## src/tfo_pkg.sv

```systemverilog
// Package for the T1 transmit formatter: register map, field positions,
// reset values, frame geometry and line-state encodings.
// Assumes an APB slave with 32-bit data and byte addresses.
package tfo_pkg;

  // Register byte offsets
  localparam logic [7:0] TFO_OFF_CTRL_ONE   = 8'h00;
  localparam logic [7:0] TFO_OFF_CTRL_TWO   = 8'h04;
  localparam logic [7:0] TFO_OFF_COMMON     = 8'h08;
  localparam logic [7:0] TFO_OFF_FACILITY   = 8'h0C;
  localparam logic [7:0] TFO_OFF_STATUS     = 8'h10;

  // Reset values
  localparam logic [7:0] TFO_RST_CTRL_ONE   = 8'h00;
  localparam logic [7:0] TFO_RST_CTRL_TWO   = 8'h40;
  localparam logic [7:0] TFO_RST_COMMON     = 8'h00;
  localparam logic [7:0] TFO_RST_FACILITY   = 8'h00;

  // Control register one fields
  localparam int TFO_B1_YELLOW    = 0;
  localparam int TFO_B1_CRC_PASS  = 5;
  localparam int TFO_B1_FBIT_PASS = 6;
  localparam int TFO_B1_JAPAN_CRC = 7;
  localparam logic [7:0] TFO_MASK_CTRL_ONE = 8'hE1;

  // Control register two fields
  localparam int TFO_B2_B7ZS      = 0;
  localparam int TFO_B2_D4YEL_FMT = 2;
  localparam int TFO_B2_BURST     = 3;
  localparam int TFO_B2_PERIODIC  = 4;
  localparam int TFO_B2_FS_INS    = 6;
  localparam int TFO_B2_B8ZS      = 7;
  localparam logic [7:0] TFO_MASK_CTRL_TWO = 8'hDD;

  // Common control: framing mode select
  localparam int TFO_BC_ESF       = 0;
  localparam logic [7:0] TFO_MASK_COMMON = 8'h01;

  // Frame geometry
  localparam int TFO_CHANNELS     = 24;
  localparam int TFO_D4_FRAMES    = 12;
  localparam int TFO_ESF_FRAMES   = 24;
  localparam int TFO_PERIOD_BITS  = 128;
  localparam logic [1:0] TFO_BURST_LEN = 2'd3;

  // Framing patterns, first-sent bit in the MSB
  localparam logic [5:0] TFO_FS_PATTERN  = 6'b00_1110;
  localparam logic [5:0] TFO_FPS_PATTERN = 6'b00_1011;
  localparam logic [7:0] TFO_IDLE_BYTE   = 8'hFF;

  // CRC6 generator x^6 + x + 1, multiplied-by-x^6 form
  localparam logic [5:0] TFO_CRC_POLY    = 6'h03;

  // B8ZS substitution 000VB0VB, first-sent bit in the MSB
  localparam logic [7:0] TFO_B8ZS_PULSE  = 8'h1B;
  localparam logic [7:0] TFO_B8ZS_VIOL   = 8'h12;

  // Formatter sequence
  typedef enum logic [1:0] {
    TFO_ST_IDLE = 2'b00,
    TFO_ST_FBIT = 2'b01,
    TFO_ST_DATA = 2'b11
  } tfo_state_t;

endpackage

```

## src/tfo_buf2.sv

```systemverilog
// Two-entry buffer with valid/ready on both sides.
// Assumes one clock, synchronous active-high reset.
`timescale 1ns/1ps
`default_nettype none
module tfo_buf2 #(
  parameter int W = 8
) (
  // Clock and reset
  input  wire logic         clock_in,
  input  wire logic         rst_in,
  // Fill side
  input  wire logic [W-1:0] wr_data_in,
  input  wire logic         wr_valid_in,
  output logic              wr_ready_out,
  // Drain side
  output logic [W-1:0]      rd_data_out,
  output logic              rd_valid_out,
  input  wire logic         rd_ready_in
);
  logic [1:0]   cnt_q, cnt_d;
  logic [W-1:0] e0_q, e0_d, e1_q, e1_d;
  logic         push, pop;
  logic         rdy_q, rdy_d;

  assign push         = wr_valid_in && (cnt_q != 2'd2);
  assign pop          = rd_ready_in && (cnt_q != 2'd0);
  // Ready is a flop copy of "not full" so the port carries no logic path
  assign wr_ready_out = rdy_q;
  assign rd_valid_out = (cnt_q != 2'd0);
  assign rd_data_out  = e0_q;

  always_comb begin
    cnt_d = cnt_q;
    e0_d  = e0_q;
    e1_d  = e1_q;
    if (pop) begin
      e0_d = e1_q;
    end
    if (push) begin
      // Head slot is written when it is, or is about to be, free
      if (cnt_q == 2'd0 || (cnt_q == 2'd1 && pop)) begin
        e0_d = wr_data_in;
      end else begin
        e1_d = wr_data_in;
      end
    end
    cnt_d = cnt_q + {1'b0, push} - {1'b0, pop};
    rdy_d = (cnt_d != 2'd2);
  end

  always_ff @(posedge clock_in) begin
    if (rst_in) begin
      cnt_q <= 2'd0;
      rdy_q <= 1'b1;
      e0_q  <= '0;
      e1_q  <= '0;
    end else begin
      cnt_q <= cnt_d;
      rdy_q <= rdy_d;
      e0_q  <= e0_d;
      e1_q  <= e1_d;
    end
  end
endmodule
`default_nettype wire

```

## src/tfo_crc6.sv

```systemverilog
// Serial CRC6 over one superframe; the finished remainder is held
// for transmission during the following superframe.
// Assumes start marks the first bit of a superframe.
`timescale 1ns/1ps
`default_nettype none
module tfo_crc6 (
  // Clock and reset
  input  wire logic       clock_in,
  input  wire logic       rst_in,
  // Bit stream
  input  wire logic       bit_in,
  input  wire logic       valid_in,
  input  wire logic       start_in,
  // Result of the previous superframe
  output logic [5:0]      crc_out
);
  import tfo_pkg::*;

  logic [5:0] rem_q, rem_d, hold_q, hold_d;
  logic [5:0] base;
  logic       fb;

  always_comb begin
    base   = start_in ? 6'h00 : rem_q;
    fb     = base[5] ^ bit_in;
    hold_d = start_in ? rem_q : hold_q;
    rem_d  = rem_q;
    if (valid_in) begin
      rem_d = {base[4:0], 1'b0} ^ (fb ? TFO_CRC_POLY : 6'h00);
    end
  end

  always_ff @(posedge clock_in) begin
    if (rst_in) begin
      rem_q  <= 6'h00;
      hold_q <= 6'h00;
    end else begin
      rem_q  <= rem_d;
      hold_q <= hold_d;
    end
  end

  assign crc_out = hold_q;
endmodule
`default_nettype wire

```

## src/tfo_formatter.sv

```systemverilog
// T1 transmit formatter: builds D4 or ESF frames from channel bytes,
// inserts or passes through F and CRC6 bits, applies corruption,
// zero suppression and AMI/B8ZS line coding. APB register slave.
// Assumes one line bit per clock; channel bytes arrive ahead of need.
//
// Summary of operation
// - F-bit pass-through takes F bits from serial input
// - CRC6 variant: standard or Japanese calculation
// - Bit-7 stuffing in all-zero channels when enabled
// - D4 yellow: bit-2 zeros or frame-12 S-bit
// - Burst control rise corrupts next three terminal bits
// - Periodic control corrupts one in 128 terminal bits
// - Fs insertion sources Fs pattern from facility register
// - B8ZS substitution applied when enabled
// - CRC pass-through samples CRC bits from serial input
// - Yellow alarm sent while yellow control is one
//
// The APB interface to the registers and the register offsets are this design's own decisions.
`timescale 1ns/1ps
`default_nettype none
module tfo_formatter (
  // Clock and reset
  input  wire logic                clock_in,
  input  wire logic                rst_in,
  // APB slave
  input  wire logic                psel_in,
  input  wire logic                penable_in,
  input  wire logic                pwrite_in,
  input  wire logic [7:0]          paddr_in,
  input  wire logic [31:0]         pwdata_in,
  output logic      [31:0]         prdata_out,
  output logic                     pready_out,
  output logic                     pslverr_out,
  // Channel bytes
  input  wire logic [7:0]          chan_data_in,
  input  wire logic                chan_valid_in,
  output logic                     chan_ready_out,
  // Serial pass-through input
  input  wire logic                transmit_serial_input_in,
  // Line side
  output logic                     line_pos_out,
  output logic                     line_neg_out,
  output logic                     frame_sync_out
);
  import tfo_pkg::*;

  // Registers
  logic [7:0]  ctl1_q, ctl1_d, ctl2_q, ctl2_d, com_q, com_d;
  logic [7:0]  fac_q, fac_d, under_q, under_d;
  logic [31:0] rdata_q, rdata_d;
  logic        ready_q, ready_d, err_q, err_d;
  logic        burst_prev_q, burst_prev_d;
  logic        setup, wr_en, known;
  logic [31:0] rd_mux;

  // Formatter state
  tfo_state_t  st_q, st_d;
  logic [2:0]  bit_q, bit_d;
  logic [4:0]  ch_q, ch_d, frm_q, frm_d;
  logic [7:0]  sh_q, sh_d;
  logic [1:0]  burst_q, burst_d;
  logic [6:0]  per_q, per_d;
  logic [3:0]  fdl_q, fdl_d;
  logic        load, esf, yel, fbit, term, corrupt, crc_in, stream_bit;
  logic [7:0]  byte_in;
  logic [2:0]  k;
  logic [5:0]  crc_hold;
  logic [7:0]  buf_data;
  logic        buf_valid;

  // Line coder state
  logic [7:0]  dat_q, dat_d, pul_q, pul_d, vio_q, vio_d, mk_q, mk_d;
  logic        pol_q, pol_d, pos_q, pos_d, neg_q, neg_d, sync_q, sync_d;
  logic [7:0]  win;

  assign esf = com_q[TFO_BC_ESF];
  assign yel = ctl1_q[TFO_B1_YELLOW];

  tfo_buf2 #(.W(8)) u_buf (
    .clock_in     (clock_in),
    .rst_in       (rst_in),
    .wr_data_in   (chan_data_in),
    .wr_valid_in  (chan_valid_in),
    .wr_ready_out (chan_ready_out),
    .rd_data_out  (buf_data),
    .rd_valid_out (buf_valid),
    .rd_ready_in  (load)
  );

  // APB: one wait state, reply registered
  always_comb begin
    setup  = psel_in && penable_in && !ready_q;
    wr_en  = psel_in && penable_in && ready_q && pwrite_in && !err_q;
    known  = 1'b1;
    rd_mux = 32'h0000_0000;
    if (paddr_in == TFO_OFF_CTRL_ONE) begin
      rd_mux = {24'h00_0000, ctl1_q};
    end else if (paddr_in == TFO_OFF_CTRL_TWO) begin
      rd_mux = {24'h00_0000, ctl2_q};
    end else if (paddr_in == TFO_OFF_COMMON) begin
      rd_mux = {24'h00_0000, com_q};
    end else if (paddr_in == TFO_OFF_FACILITY) begin
      rd_mux = {24'h00_0000, fac_q};
    end else if (paddr_in == TFO_OFF_STATUS) begin
      rd_mux = {16'h0000, under_q, frm_q, 1'b0, burst_q};
    end else begin
      known = 1'b0;
    end
    ready_d = setup;
    err_d   = setup && !known;
    rdata_d = (setup && !pwrite_in) ? rd_mux : 32'h0000_0000;
    ctl1_d  = ctl1_q;
    ctl2_d  = ctl2_q;
    com_d   = com_q;
    fac_d   = fac_q;
    if (wr_en) begin
      if (paddr_in == TFO_OFF_CTRL_ONE) begin
        ctl1_d = pwdata_in[7:0] & TFO_MASK_CTRL_ONE;
      end else if (paddr_in == TFO_OFF_CTRL_TWO) begin
        ctl2_d = pwdata_in[7:0] & TFO_MASK_CTRL_TWO;
      end else if (paddr_in == TFO_OFF_COMMON) begin
        com_d = pwdata_in[7:0] & TFO_MASK_COMMON;
      end else if (paddr_in == TFO_OFF_FACILITY) begin
        fac_d = pwdata_in[7:0];
      end
    end
  end

  always_ff @(posedge clock_in) begin
    if (rst_in) begin
      ctl1_q  <= TFO_RST_CTRL_ONE;
      ctl2_q  <= TFO_RST_CTRL_TWO;
      com_q   <= TFO_RST_COMMON;
      fac_q   <= TFO_RST_FACILITY;
      rdata_q <= 32'h0000_0000;
      ready_q <= 1'b0;
      err_q   <= 1'b0;
    end else begin
      ctl1_q  <= ctl1_d;
      ctl2_q  <= ctl2_d;
      com_q   <= com_d;
      fac_q   <= fac_d;
      rdata_q <= rdata_d;
      ready_q <= ready_d;
      err_q   <= err_d;
    end
  end

  assign prdata_out  = rdata_q;
  assign pready_out  = ready_q;
  assign pslverr_out = err_q;

  tfo_crc6 u_crc (
    .clock_in (clock_in),
    .rst_in   (rst_in),
    .bit_in   (crc_in),
    .valid_in (esf && st_q != TFO_ST_IDLE),
    .start_in (st_q == TFO_ST_FBIT && frm_q == 5'd0),
    .crc_out  (crc_hold)
  );

  // Frame builder
  always_comb begin
    st_d    = st_q;
    bit_d   = bit_q;
    ch_d    = ch_q;
    frm_d   = frm_q;
    sh_d    = sh_q;
    burst_d = burst_q;
    per_d   = per_q;
    fdl_d   = fdl_q;
    under_d = under_q;
    load    = 1'b0;
    fbit    = 1'b1;
    term    = 1'b0;
    k       = 3'd5 - 3'(frm_q >> (esf ? 2 : 1));
    // Standard CRC6 counts every F bit as one
    burst_prev_d = ctl2_q[TFO_B2_BURST];
    if (ctl2_q[TFO_B2_BURST] && !burst_prev_q) begin
      burst_d = TFO_BURST_LEN;
    end
    if (!ctl2_q[TFO_B2_PERIODIC]) begin
      per_d = 7'd0;
    end
    if (!esf) begin
      if (!frm_q[0]) begin
        fbit = !frm_q[1];
        term = 1'b1;
      end else if (yel && ctl2_q[TFO_B2_D4YEL_FMT] &&
                   frm_q == 5'(TFO_D4_FRAMES - 1)) begin
        fbit = 1'b1;
      end else if (ctl2_q[TFO_B2_FS_INS]) begin
        fbit = fac_q[k];
      end else begin
        fbit = TFO_FS_PATTERN[k];
      end
    end else begin
      if (frm_q[1:0] == 2'd3) begin
        fbit = TFO_FPS_PATTERN[k];
        term = 1'b1;
      end else if (frm_q[1:0] == 2'd1) begin
        fbit = ctl1_q[TFO_B1_CRC_PASS] ? transmit_serial_input_in
                                       : crc_hold[k];
      end else begin
        fbit = yel ? fdl_q[3] : 1'b1;
      end
    end
    corrupt = term && (burst_q != 2'd0 ||
              (ctl2_q[TFO_B2_PERIODIC] &&
               per_q == 7'(TFO_PERIOD_BITS - 1)));
    if (ctl1_q[TFO_B1_FBIT_PASS]) begin
      fbit = transmit_serial_input_in;
    end else if (corrupt) begin
      fbit = !fbit;
    end
    byte_in = buf_valid ? buf_data : TFO_IDLE_BYTE;
    if (ctl2_q[TFO_B2_B7ZS] && byte_in == 8'h00) begin
      byte_in[1] = 1'b1;
    end
    if (!esf && yel && !ctl2_q[TFO_B2_D4YEL_FMT]) begin
      byte_in[6] = 1'b0;
    end
    stream_bit = (st_q == TFO_ST_FBIT) ? fbit : sh_q[7];
    crc_in = (st_q == TFO_ST_FBIT && !ctl1_q[TFO_B1_JAPAN_CRC]) ?
             1'b1 : stream_bit;
    case (st_q)
      TFO_ST_IDLE: begin
        st_d  = TFO_ST_FBIT;
        frm_d = 5'd0;
      end
      TFO_ST_FBIT: begin
        st_d  = TFO_ST_DATA;
        bit_d = 3'd0;
        ch_d  = 5'd0;
        load  = 1'b1;
        // Count down only bits that were really inverted
        if (term && burst_q != 2'd0 && !ctl1_q[TFO_B1_FBIT_PASS]) begin
          burst_d = burst_d - 2'd1;
        end
        if (term && ctl2_q[TFO_B2_PERIODIC]) begin
          per_d = per_q + 7'd1;
        end
        if (esf && frm_q[0] == 1'b0) begin
          fdl_d = fdl_q + 4'd1;
        end
      end
      TFO_ST_DATA: begin
        bit_d = bit_q + 3'd1;
        sh_d  = {sh_q[6:0], 1'b0};
        if (bit_q == 3'd7) begin
          if (ch_q == 5'(TFO_CHANNELS - 1)) begin
            st_d  = TFO_ST_FBIT;
            frm_d = (frm_q == 5'(esf ? TFO_ESF_FRAMES - 1
                                     : TFO_D4_FRAMES - 1)) ?
                    5'd0 : frm_q + 5'd1;
          end else begin
            ch_d = ch_q + 5'd1;
            load = 1'b1;
          end
        end
      end
      default: st_d = TFO_ST_IDLE;
    endcase
    if (load) begin
      sh_d = byte_in;
      if (!buf_valid && under_q != 8'hFF) begin
        under_d = under_q + 8'd1;
      end
    end
  end

  always_ff @(posedge clock_in) begin
    if (rst_in) begin
      st_q         <= TFO_ST_IDLE;
      bit_q        <= 3'd0;
      ch_q         <= 5'd0;
      frm_q        <= 5'd0;
      sh_q         <= 8'h00;
      burst_q      <= 2'd0;
      burst_prev_q <= 1'b0;
      per_q        <= 7'd0;
      fdl_q        <= 4'd0;
      under_q      <= 8'h00;
    end else begin
      st_q         <= st_d;
      bit_q        <= bit_d;
      ch_q         <= ch_d;
      frm_q        <= frm_d;
      sh_q         <= sh_d;
      burst_q      <= burst_d;
      burst_prev_q <= burst_prev_d;
      per_q        <= per_d;
      fdl_q        <= fdl_d;
      under_q      <= under_d;
    end
  end

  // Line coder: eight-bit look-ahead so a zero run can be replaced
  // before its first bit leaves; latency is fixed either way.
  always_comb begin
    win    = {dat_q[6:0], stream_bit};
    dat_d  = win;
    pul_d  = {pul_q[6:0], 1'b0};
    vio_d  = {vio_q[6:0], 1'b0};
    mk_d   = {mk_q[6:0], st_q == TFO_ST_FBIT};
    pol_d  = pol_q;
    pos_d  = 1'b0;
    neg_d  = 1'b0;
    sync_d = mk_q[7];
    if (dat_q[7] || pul_q[7]) begin
      if (vio_q[7]) begin
        pos_d = pol_q;
        neg_d = !pol_q;
      end else begin
        pos_d = !pol_q;
        neg_d = pol_q;
        pol_d = !pol_q;
      end
    end
    if (ctl2_q[TFO_B2_B8ZS] && st_q != TFO_ST_IDLE && win == 8'h00 &&
        pul_d == 8'h00) begin
      pul_d = TFO_B8ZS_PULSE;
      vio_d = TFO_B8ZS_VIOL;
    end
  end

  always_ff @(posedge clock_in) begin
    if (rst_in) begin
      dat_q  <= 8'h00;
      pul_q  <= 8'h00;
      vio_q  <= 8'h00;
      mk_q   <= 8'h00;
      pol_q  <= 1'b0;
      pos_q  <= 1'b0;
      neg_q  <= 1'b0;
      sync_q <= 1'b0;
    end else begin
      dat_q  <= dat_d;
      pul_q  <= pul_d;
      vio_q  <= vio_d;
      mk_q   <= mk_d;
      pol_q  <= pol_d;
      pos_q  <= pos_d;
      neg_q  <= neg_d;
      sync_q <= sync_d;
    end
  end

  assign line_pos_out   = pos_q;
  assign line_neg_out   = neg_q;
  assign frame_sync_out = sync_q;
endmodule
`default_nettype wire

```

## config.mk

```make
export PLATFORM = sky130hd
export DESIGN_NAME = tfo_formatter
export DESIGN_NICKNAME = d
export VERILOG_FILES = /design/src/tfo_pkg.sv /design/src/tfo_buf2.sv /design/src/tfo_crc6.sv /design/src/tfo_formatter.sv
export SDC_FILE = /design/constraint.sdc
export NUM_CORES = 1
export LEC_CHECK = 0
export ABC_AREA = 1
export BUFFER_PORTS_ARGS = -buffer_cell sky130_fd_sc_hd__buf_2
export CAP_MARGIN = 20
export CORE_MARGIN = 2
export CORE_UTILIZATION = 44
export CTS_CLUSTER_SIZE = 14
export DETAILED_ROUTE_END_ITERATION = 8
export GPL_ROUTABILITY_DRIVEN = 0
export PLACE_DENSITY = 0.6
export SLEW_MARGIN = 10
export SYNTH_ARGS = -nofsm -noshare
export SYNTH_HDL_FRONTEND = slang
export SYNTH_SLANG_ARGS = --single-unit
export TNS_END_PERCENT = 50
```

## constraint.sdc

```tcl
create_clock -name clock_in -period 5.2 [get_ports clock_in]
set_input_delay 0.52 -clock clock_in [delete_from_list [all_inputs] [get_ports clock_in]]
set_output_delay 0.52 -clock clock_in [all_outputs]
set_load 0.05 [all_outputs]
```

[Word-level counts from Yosys, hierarchy flattened]
Memory sizes are Yosys's and may differ from the RTL's.
Index checks and enable logic that the tools add are counted.
Cells by class
  add/subtract/negate cells: 10
  multipliers: 0
  divide/modulo/power cells: 0
  $lt $le $gt $ge: 1
  equality and inequality tests: 20
  shift-type cells: 1
  multiplexer cells: 67
  bitwise logic cells: 10
  reduce and logical (&&, ||, !) cells: 75
Operators by type and width (number)
  $mux 8: 11
  $mux 5: 8
  $mux 1: 30
  $logic_and 1x1->1: 29
  $logic_not 8->1: 3
  $mux 7: 3
  $pmux 5 s2: 2
  $eq 8x4->1 const B: 2
  $mux 2: 7
  $logic_not 1->1: 13
  $reduce_bool 2->1: 6
  $add 5x1->5 const B: 2
  $ne 2x2->1 const B: 5
  $reduce_and 2->1: 5
  $reduce_and 3->1: 3
  $add 8x1->8 const B: 1
  $eq 8x3->1 const B: 1
  $eq 8x5->1 const B: 1
  $ne 8x8->1 const B: 1
  $not 1->1: 8
  $add 7x1->7 const B: 1
  $eq 7x7->1 const B: 1
  $logic_not 7->1: 1
  $reduce_or 7->1: 1
  30 further kinds: 39
Word-level totals
  flip-flop bits (word level): 165
  latch bits: 0
  RAM bits: 0
  bits in read-only memories: 16
  output and inout port bits: 38
  memories kept: 2
Memory list
  (no name shown): words 8, width 1, rd ports 1, clocked after Yosys merged registers in 0, write ports 0, line tfo_formatter.sv:199  | fbit = TFO_FPS_PATTERN[k];
  (no name shown): words 8, width 1, rd ports 1, clocked after Yosys merged registers in 0, write ports 0, line tfo_formatter.sv:195  | fbit = TFO_FS_PATTERN[k];

[Depth between registers and ports, before layout]
  word-level depth: 17
  depth in mapped cells: 24

[Modules after synthesis]
From an unflattened synthesis, not the netlist that was laid out.
Unflattened totals
  cell total of the unflattened synthesis: 886
  area total of the unflattened synthesis: 6605.1 sq um
By module, submodules not included
  tfo_formatter: times used 1, cells each 674, area each 5168.7 sq um, seq. area each 2322.2 sq um
  tfo_buf2: times used 1, cells each 148, area each 930.9 sq um, seq. area each 380.4 sq um
  tfo_crc6: times used 1, cells each 64, area each 505.5 sq um, seq. area each 240.2 sq um

[Least setup slack after synthesis]
OpenSTA, ideal clock, no wires.
  kind: register to register
  from: register ch_q[1]
  to: register u_buf.rdy_q, in the netlist u_buf.wr_ready_out
  arrival: 2052 ps
  path slack: 3031 ps
  cell stages (with the launch flop): 13
  path buffers: 0
  period minus slack after synthesis: 2169 ps
  cell sequence: dfxtp_1 -> ha_1 -> nand2_1 -> nor3_2 -> nor2_1 -> nor2_2 -> nor2_2 -> ha_1 -> inv_1 -> ha_1 -> xor2_1 -> nor2_1 -> nand2_1
Between the ends
  word-level cells in the longest chain between the ends: 7
Ends and longest elaborated chain
  start: declaration: line tfo_formatter.sv:59  | logic [4:0] ch_q, ch_d, frm_q, frm_d;
  start signal: assignment: line tfo_formatter.sv:287  | ch_q <= ch_d;
  $eq 5x5->1: line tfo_formatter.sv:251  | if (ch_q == 5'(TFO_CHANNELS - 1)) begin
  $mux 1: line tfo_formatter.sv:251
  $mux 1: line tfo_formatter.sv:250  | if (bit_q == 3'd7) begin
  $pmux 1 s2: line tfo_formatter.sv:226  | case (st_q)
  $logic_and 1x1->1: line tfo_buf2.sv:26  | assign pop = rd_ready_in && (cnt_q != 2'd0);
  $sub 2x1->2: line tfo_buf2.sv:47  | cnt_d = cnt_q + {1'b0, push} - {1'b0, pop};
  $ne 2x2->1: line tfo_buf2.sv:48  | rdy_d = (cnt_d != 2'd2);
  end signal: assignment: line tfo_buf2.sv:59  | rdy_q <= rdy_d;
  end: declaration: line tfo_buf2.sv:23  | logic rdy_q, rdy_d;
Every way passes these cells.
A chain may end at the register's enable or synchronous reset.

[Final worst setup path]
  from: register st_q[0]
  to: register under_q[7]
Between the ends
  word-level cells in the longest chain between the ends: 3
Ends and longest elaborated chain
  start: declaration: line tfo_formatter.sv:57  | tfo_state_t st_q, st_d;
  start signal: assignment: line tfo_formatter.sv:285  | st_q <= st_d;
  $eq 2x2->1 or $eq 2x1->1 (tied branches): line tfo_formatter.sv:226
  $pmux 1 s2 *: line tfo_formatter.sv:226
  $reduce_and 2->1 (no line) *
  end signal: assignment: line tfo_formatter.sv:294  | under_q <= under_d;
  end: declaration: line tfo_formatter.sv:49  | logic [7:0] fac_q, fac_d, under_q, under_d;
Mark *: on every way between the ends. The rest lies on a longest branch, timed or not.

==> impl_metrics.yaml <==
timing:
  drv_slew: 0
  finalHoldViolCount: 0
  worst_pin_slew_ps: 706.8
  grt_setup_unrepaired: "no"
  skew_ps: 8.767
  setup_tns_ps: 0
  period_minus_slack_ps: 2791
  relSlewSlack_pct: 52.88
  fmax_mhz: 358.3
  fin_crit_sh_pct: 53.67
  setup_viol: 0
power:
  p_int_mw: 1.912
  powerDensity_nw_per_um2: 374.1
  p_clk_share_pct: 42.7
  combPwrFrac_pct: 11.4
  leakage_nw: 2.928
  finalPower_mw: 2.669
  seqPwrFrac_pct: 45.9
  switching_share_pct: 28.34
  p_switching_mw: 0.7562
  ir_drop_mv: 0.2729
floorplan:
  core_um2: 13880
  io_pins: 93
  die_h_um: 123.1
  die_w_um: 123.1
  initial_core_util_pct: 45.00
  num_rows: 43
  dieArea_um2: 15160
cts:
  root_buffer: "clkbuf_16"
  clk_latency_ps: 420
  cts_tree: "yes"
  cts_sinks: 147
  cts_buffers: 17
  htreeDepth: 4
  cts_resized: 0
  cts_setup_buffers: 0
  path_clk_slew_ps: 60
  cts-hold-fix-buffers: 0
  clk_path_buf_depth: 2
worst_setup_path:
  cp.required_ps: 5530
  start_kind: "flip-flop"
  crit_top_cell: "nor2_1"
  critPathMaxFanout: 14
  max_stage_delay_ps: 610
  critPathSlowestCell: "dfxtp_1"
  criticalPathCategory: "reg2reg"
  path_cells: "inv_1 -> nor2_1 -> nor2_2 -> inv_2 -> o211ai_4 -> nor4_2 -> nand3_1 -> nor2_1 -> nand2_1 -> a221oi_1"
  end_kind: "flip-flop"
  crit_arrival_ps: 3120
global_route:
  grt-ovfl-total: 0
  antenna_found_initial: 0
  grt.total_usage_pct: 19.48
  grt_max_degree: 56
  grt_pass1_wl_mm: 23.24
  first_global_vias: 5158
placed_design:
  place_hpwl_mm: 9.965
  port_buffers: 52
yosys:
  synth_edf_count: 0
  synth.avg_cell_area_um2: 7.608
  synth.area.top_cells: "dfxtp_1, nand2_1, inv_1"
  synthArstFlopShare_pct: 0
  synth.top_cell.area_share_pct: 47.12
  synth_top_area_cell: "dfxtp_1"
  ys.flop_type: "dfxtp_1"
  syn_area_um2: 6246
  synth_cell_types: 47
  ys_warn_count: 0
  netlist_instances: 821
  yosysSeqAreaShare_pct: 47.12
  ys_seq_elements: 147
detailed_routing:
  dr.pass1.iters: 5
  drt_iter0_markers: 426
  postRouteAntennaNets: 0
  wl_per_cell_um: 13.23
  vias_per_cell: 5.064
  vias: 5388
  finalWirelength_mm: 14.07
  drc: 0
status:
  status: "finished clean"
finish:
  drive_gt1_share_pct: 12.33
  area_growth_pct: 14.22
  fin_nets: 938
  final_cell_mix: "dfxtp_1, nand2_1, inv_1, nor2_1, a21oi_1"
  final_common_cell: "dfxtp_1"
  n_antenna_cell: 0
flow_run:
  maxCapViolations: 0
hold_path:
  hold_path_class: "in2reg"
## worst max-delay path, delay by kind of cell (launching register included)
kind,cells,cell delay (ps)
simple gates,6,1160
flops,1,610
compound gates,2,390
buf+inv,2,540
## power groups by stage
stage	combinational (mW)	sequential (mW)	clock (mW)
floorplan	0.234	1.25	0
global placement	0.295	1.25	0
detailed placement	0.305	1.25	0
CTS	0.306	1.22	1.16
global route	0.345	1.23	1.21
finish	0.303	1.22	1.14
## registers in the layout, summed over array words and instances (netlist names), 5 cells and up
register / cells
ch_q: 5
dat_q: 8
u_crc.rem_q: 6
u_crc.crc_out: 6
per_q: 7
mk_q: 8
pul_q: 8
ctl2_q: 6
prdata_out: 16
sh_q: 8
u_buf.e1_q: 8
fac_q: 8
under_q: 8
frm_q: 5
vio_q: 6
u_buf.rd_data_out: 8
## cell usage after synthesis, types with 2 or more instances
cell type and n:
o21ai_0 60, o221ai_1 5, a311oi_1 6, o21bai_1 2, inv_1 115, nor3b_1 2, o211ai_1 5, nand4_1 8
nor4_1 5, nand2_2 5, o21a_1 2, ha_1 12, a21oi_1 79, buf_1 2, clkbuf_1 14, a221oi_1 4
nand2_1 132, o32ai_1 4, nor2_2 5, buf_2 3, a31oi_1 7, dfxtp_1 147, nor3_1 18, a211oi_1 4
inv_2 3, buf_6 2, xor2_1 3, buf_4 17, nand3_1 30, nor2_1 103
## per-layer routing
metal	share of wire (%)	global-route usage [%]	up-vias	wire length, µm
li1	-	-	2762	-
met1	45	24.23	2448	6365
met2	47	32.69	154	6672
met3	5.6	4.382	24	794
met4	1.7	7.741	0	240
met5	0	0	-	0
## area by class of cell
class,count,area (µm²)
clock buffers,18,439.2
clock inverters,14,117.6
fillers,1382,6746
inverters,120,452.9
multi-input cells,531,2681
flip-flops and latches,147,2943
well taps,180,225.2
repair buffers,54,275.3
## through the flow
step | setup slack (ps) | hold WS [ps] | util, % | instance area, µm² | std cells
2_1_floorplan | 3031 | 388.3 | - | 6302 | 836
3_3_place_gp | 2484 | 396.6 | 47.39 | 6578 | 1032
3_5_place_dp | 2426 | 394.2 | 47.39 | 6578 | 1032
4_1_cts | 2411 | 365.5 | 51.40 | 7134 | 1064
5_1_grt | 2071 | 377.2 | 51.40 | 7134 | 1064
6_report | 2409 | 370.7 | 51.40 | 7134 | 1064
## logic make-up (layout without fill, tap and decap cells)
logic type      Yosys count  in the layout  synth area share, %
flops                   147            147                47.12
other cells               1             16              0.06004
compound gates          185            185                17.35
simple gates            314            314                21.65
fa+ha+maj                12             12                2.404
xor+xnor                  4              4               0.5610
buf+inv                 158            206                10.86
## worst paths after layout
check / startpoint / end / depth (start not counted) / slack [ps]
worst max-delay path: st_q[0] / under_q[7] / 10 / 2410
worst min-delay path: pwdata_in[1] / fac_q[1] / 3 / 370
worst max register to register: st_q[0] / under_q[7] / 10 / 2410
worst min register to register: mk_q[7] / frame_sync_out / 2 / 400
(Power assumes the default switching activity.)
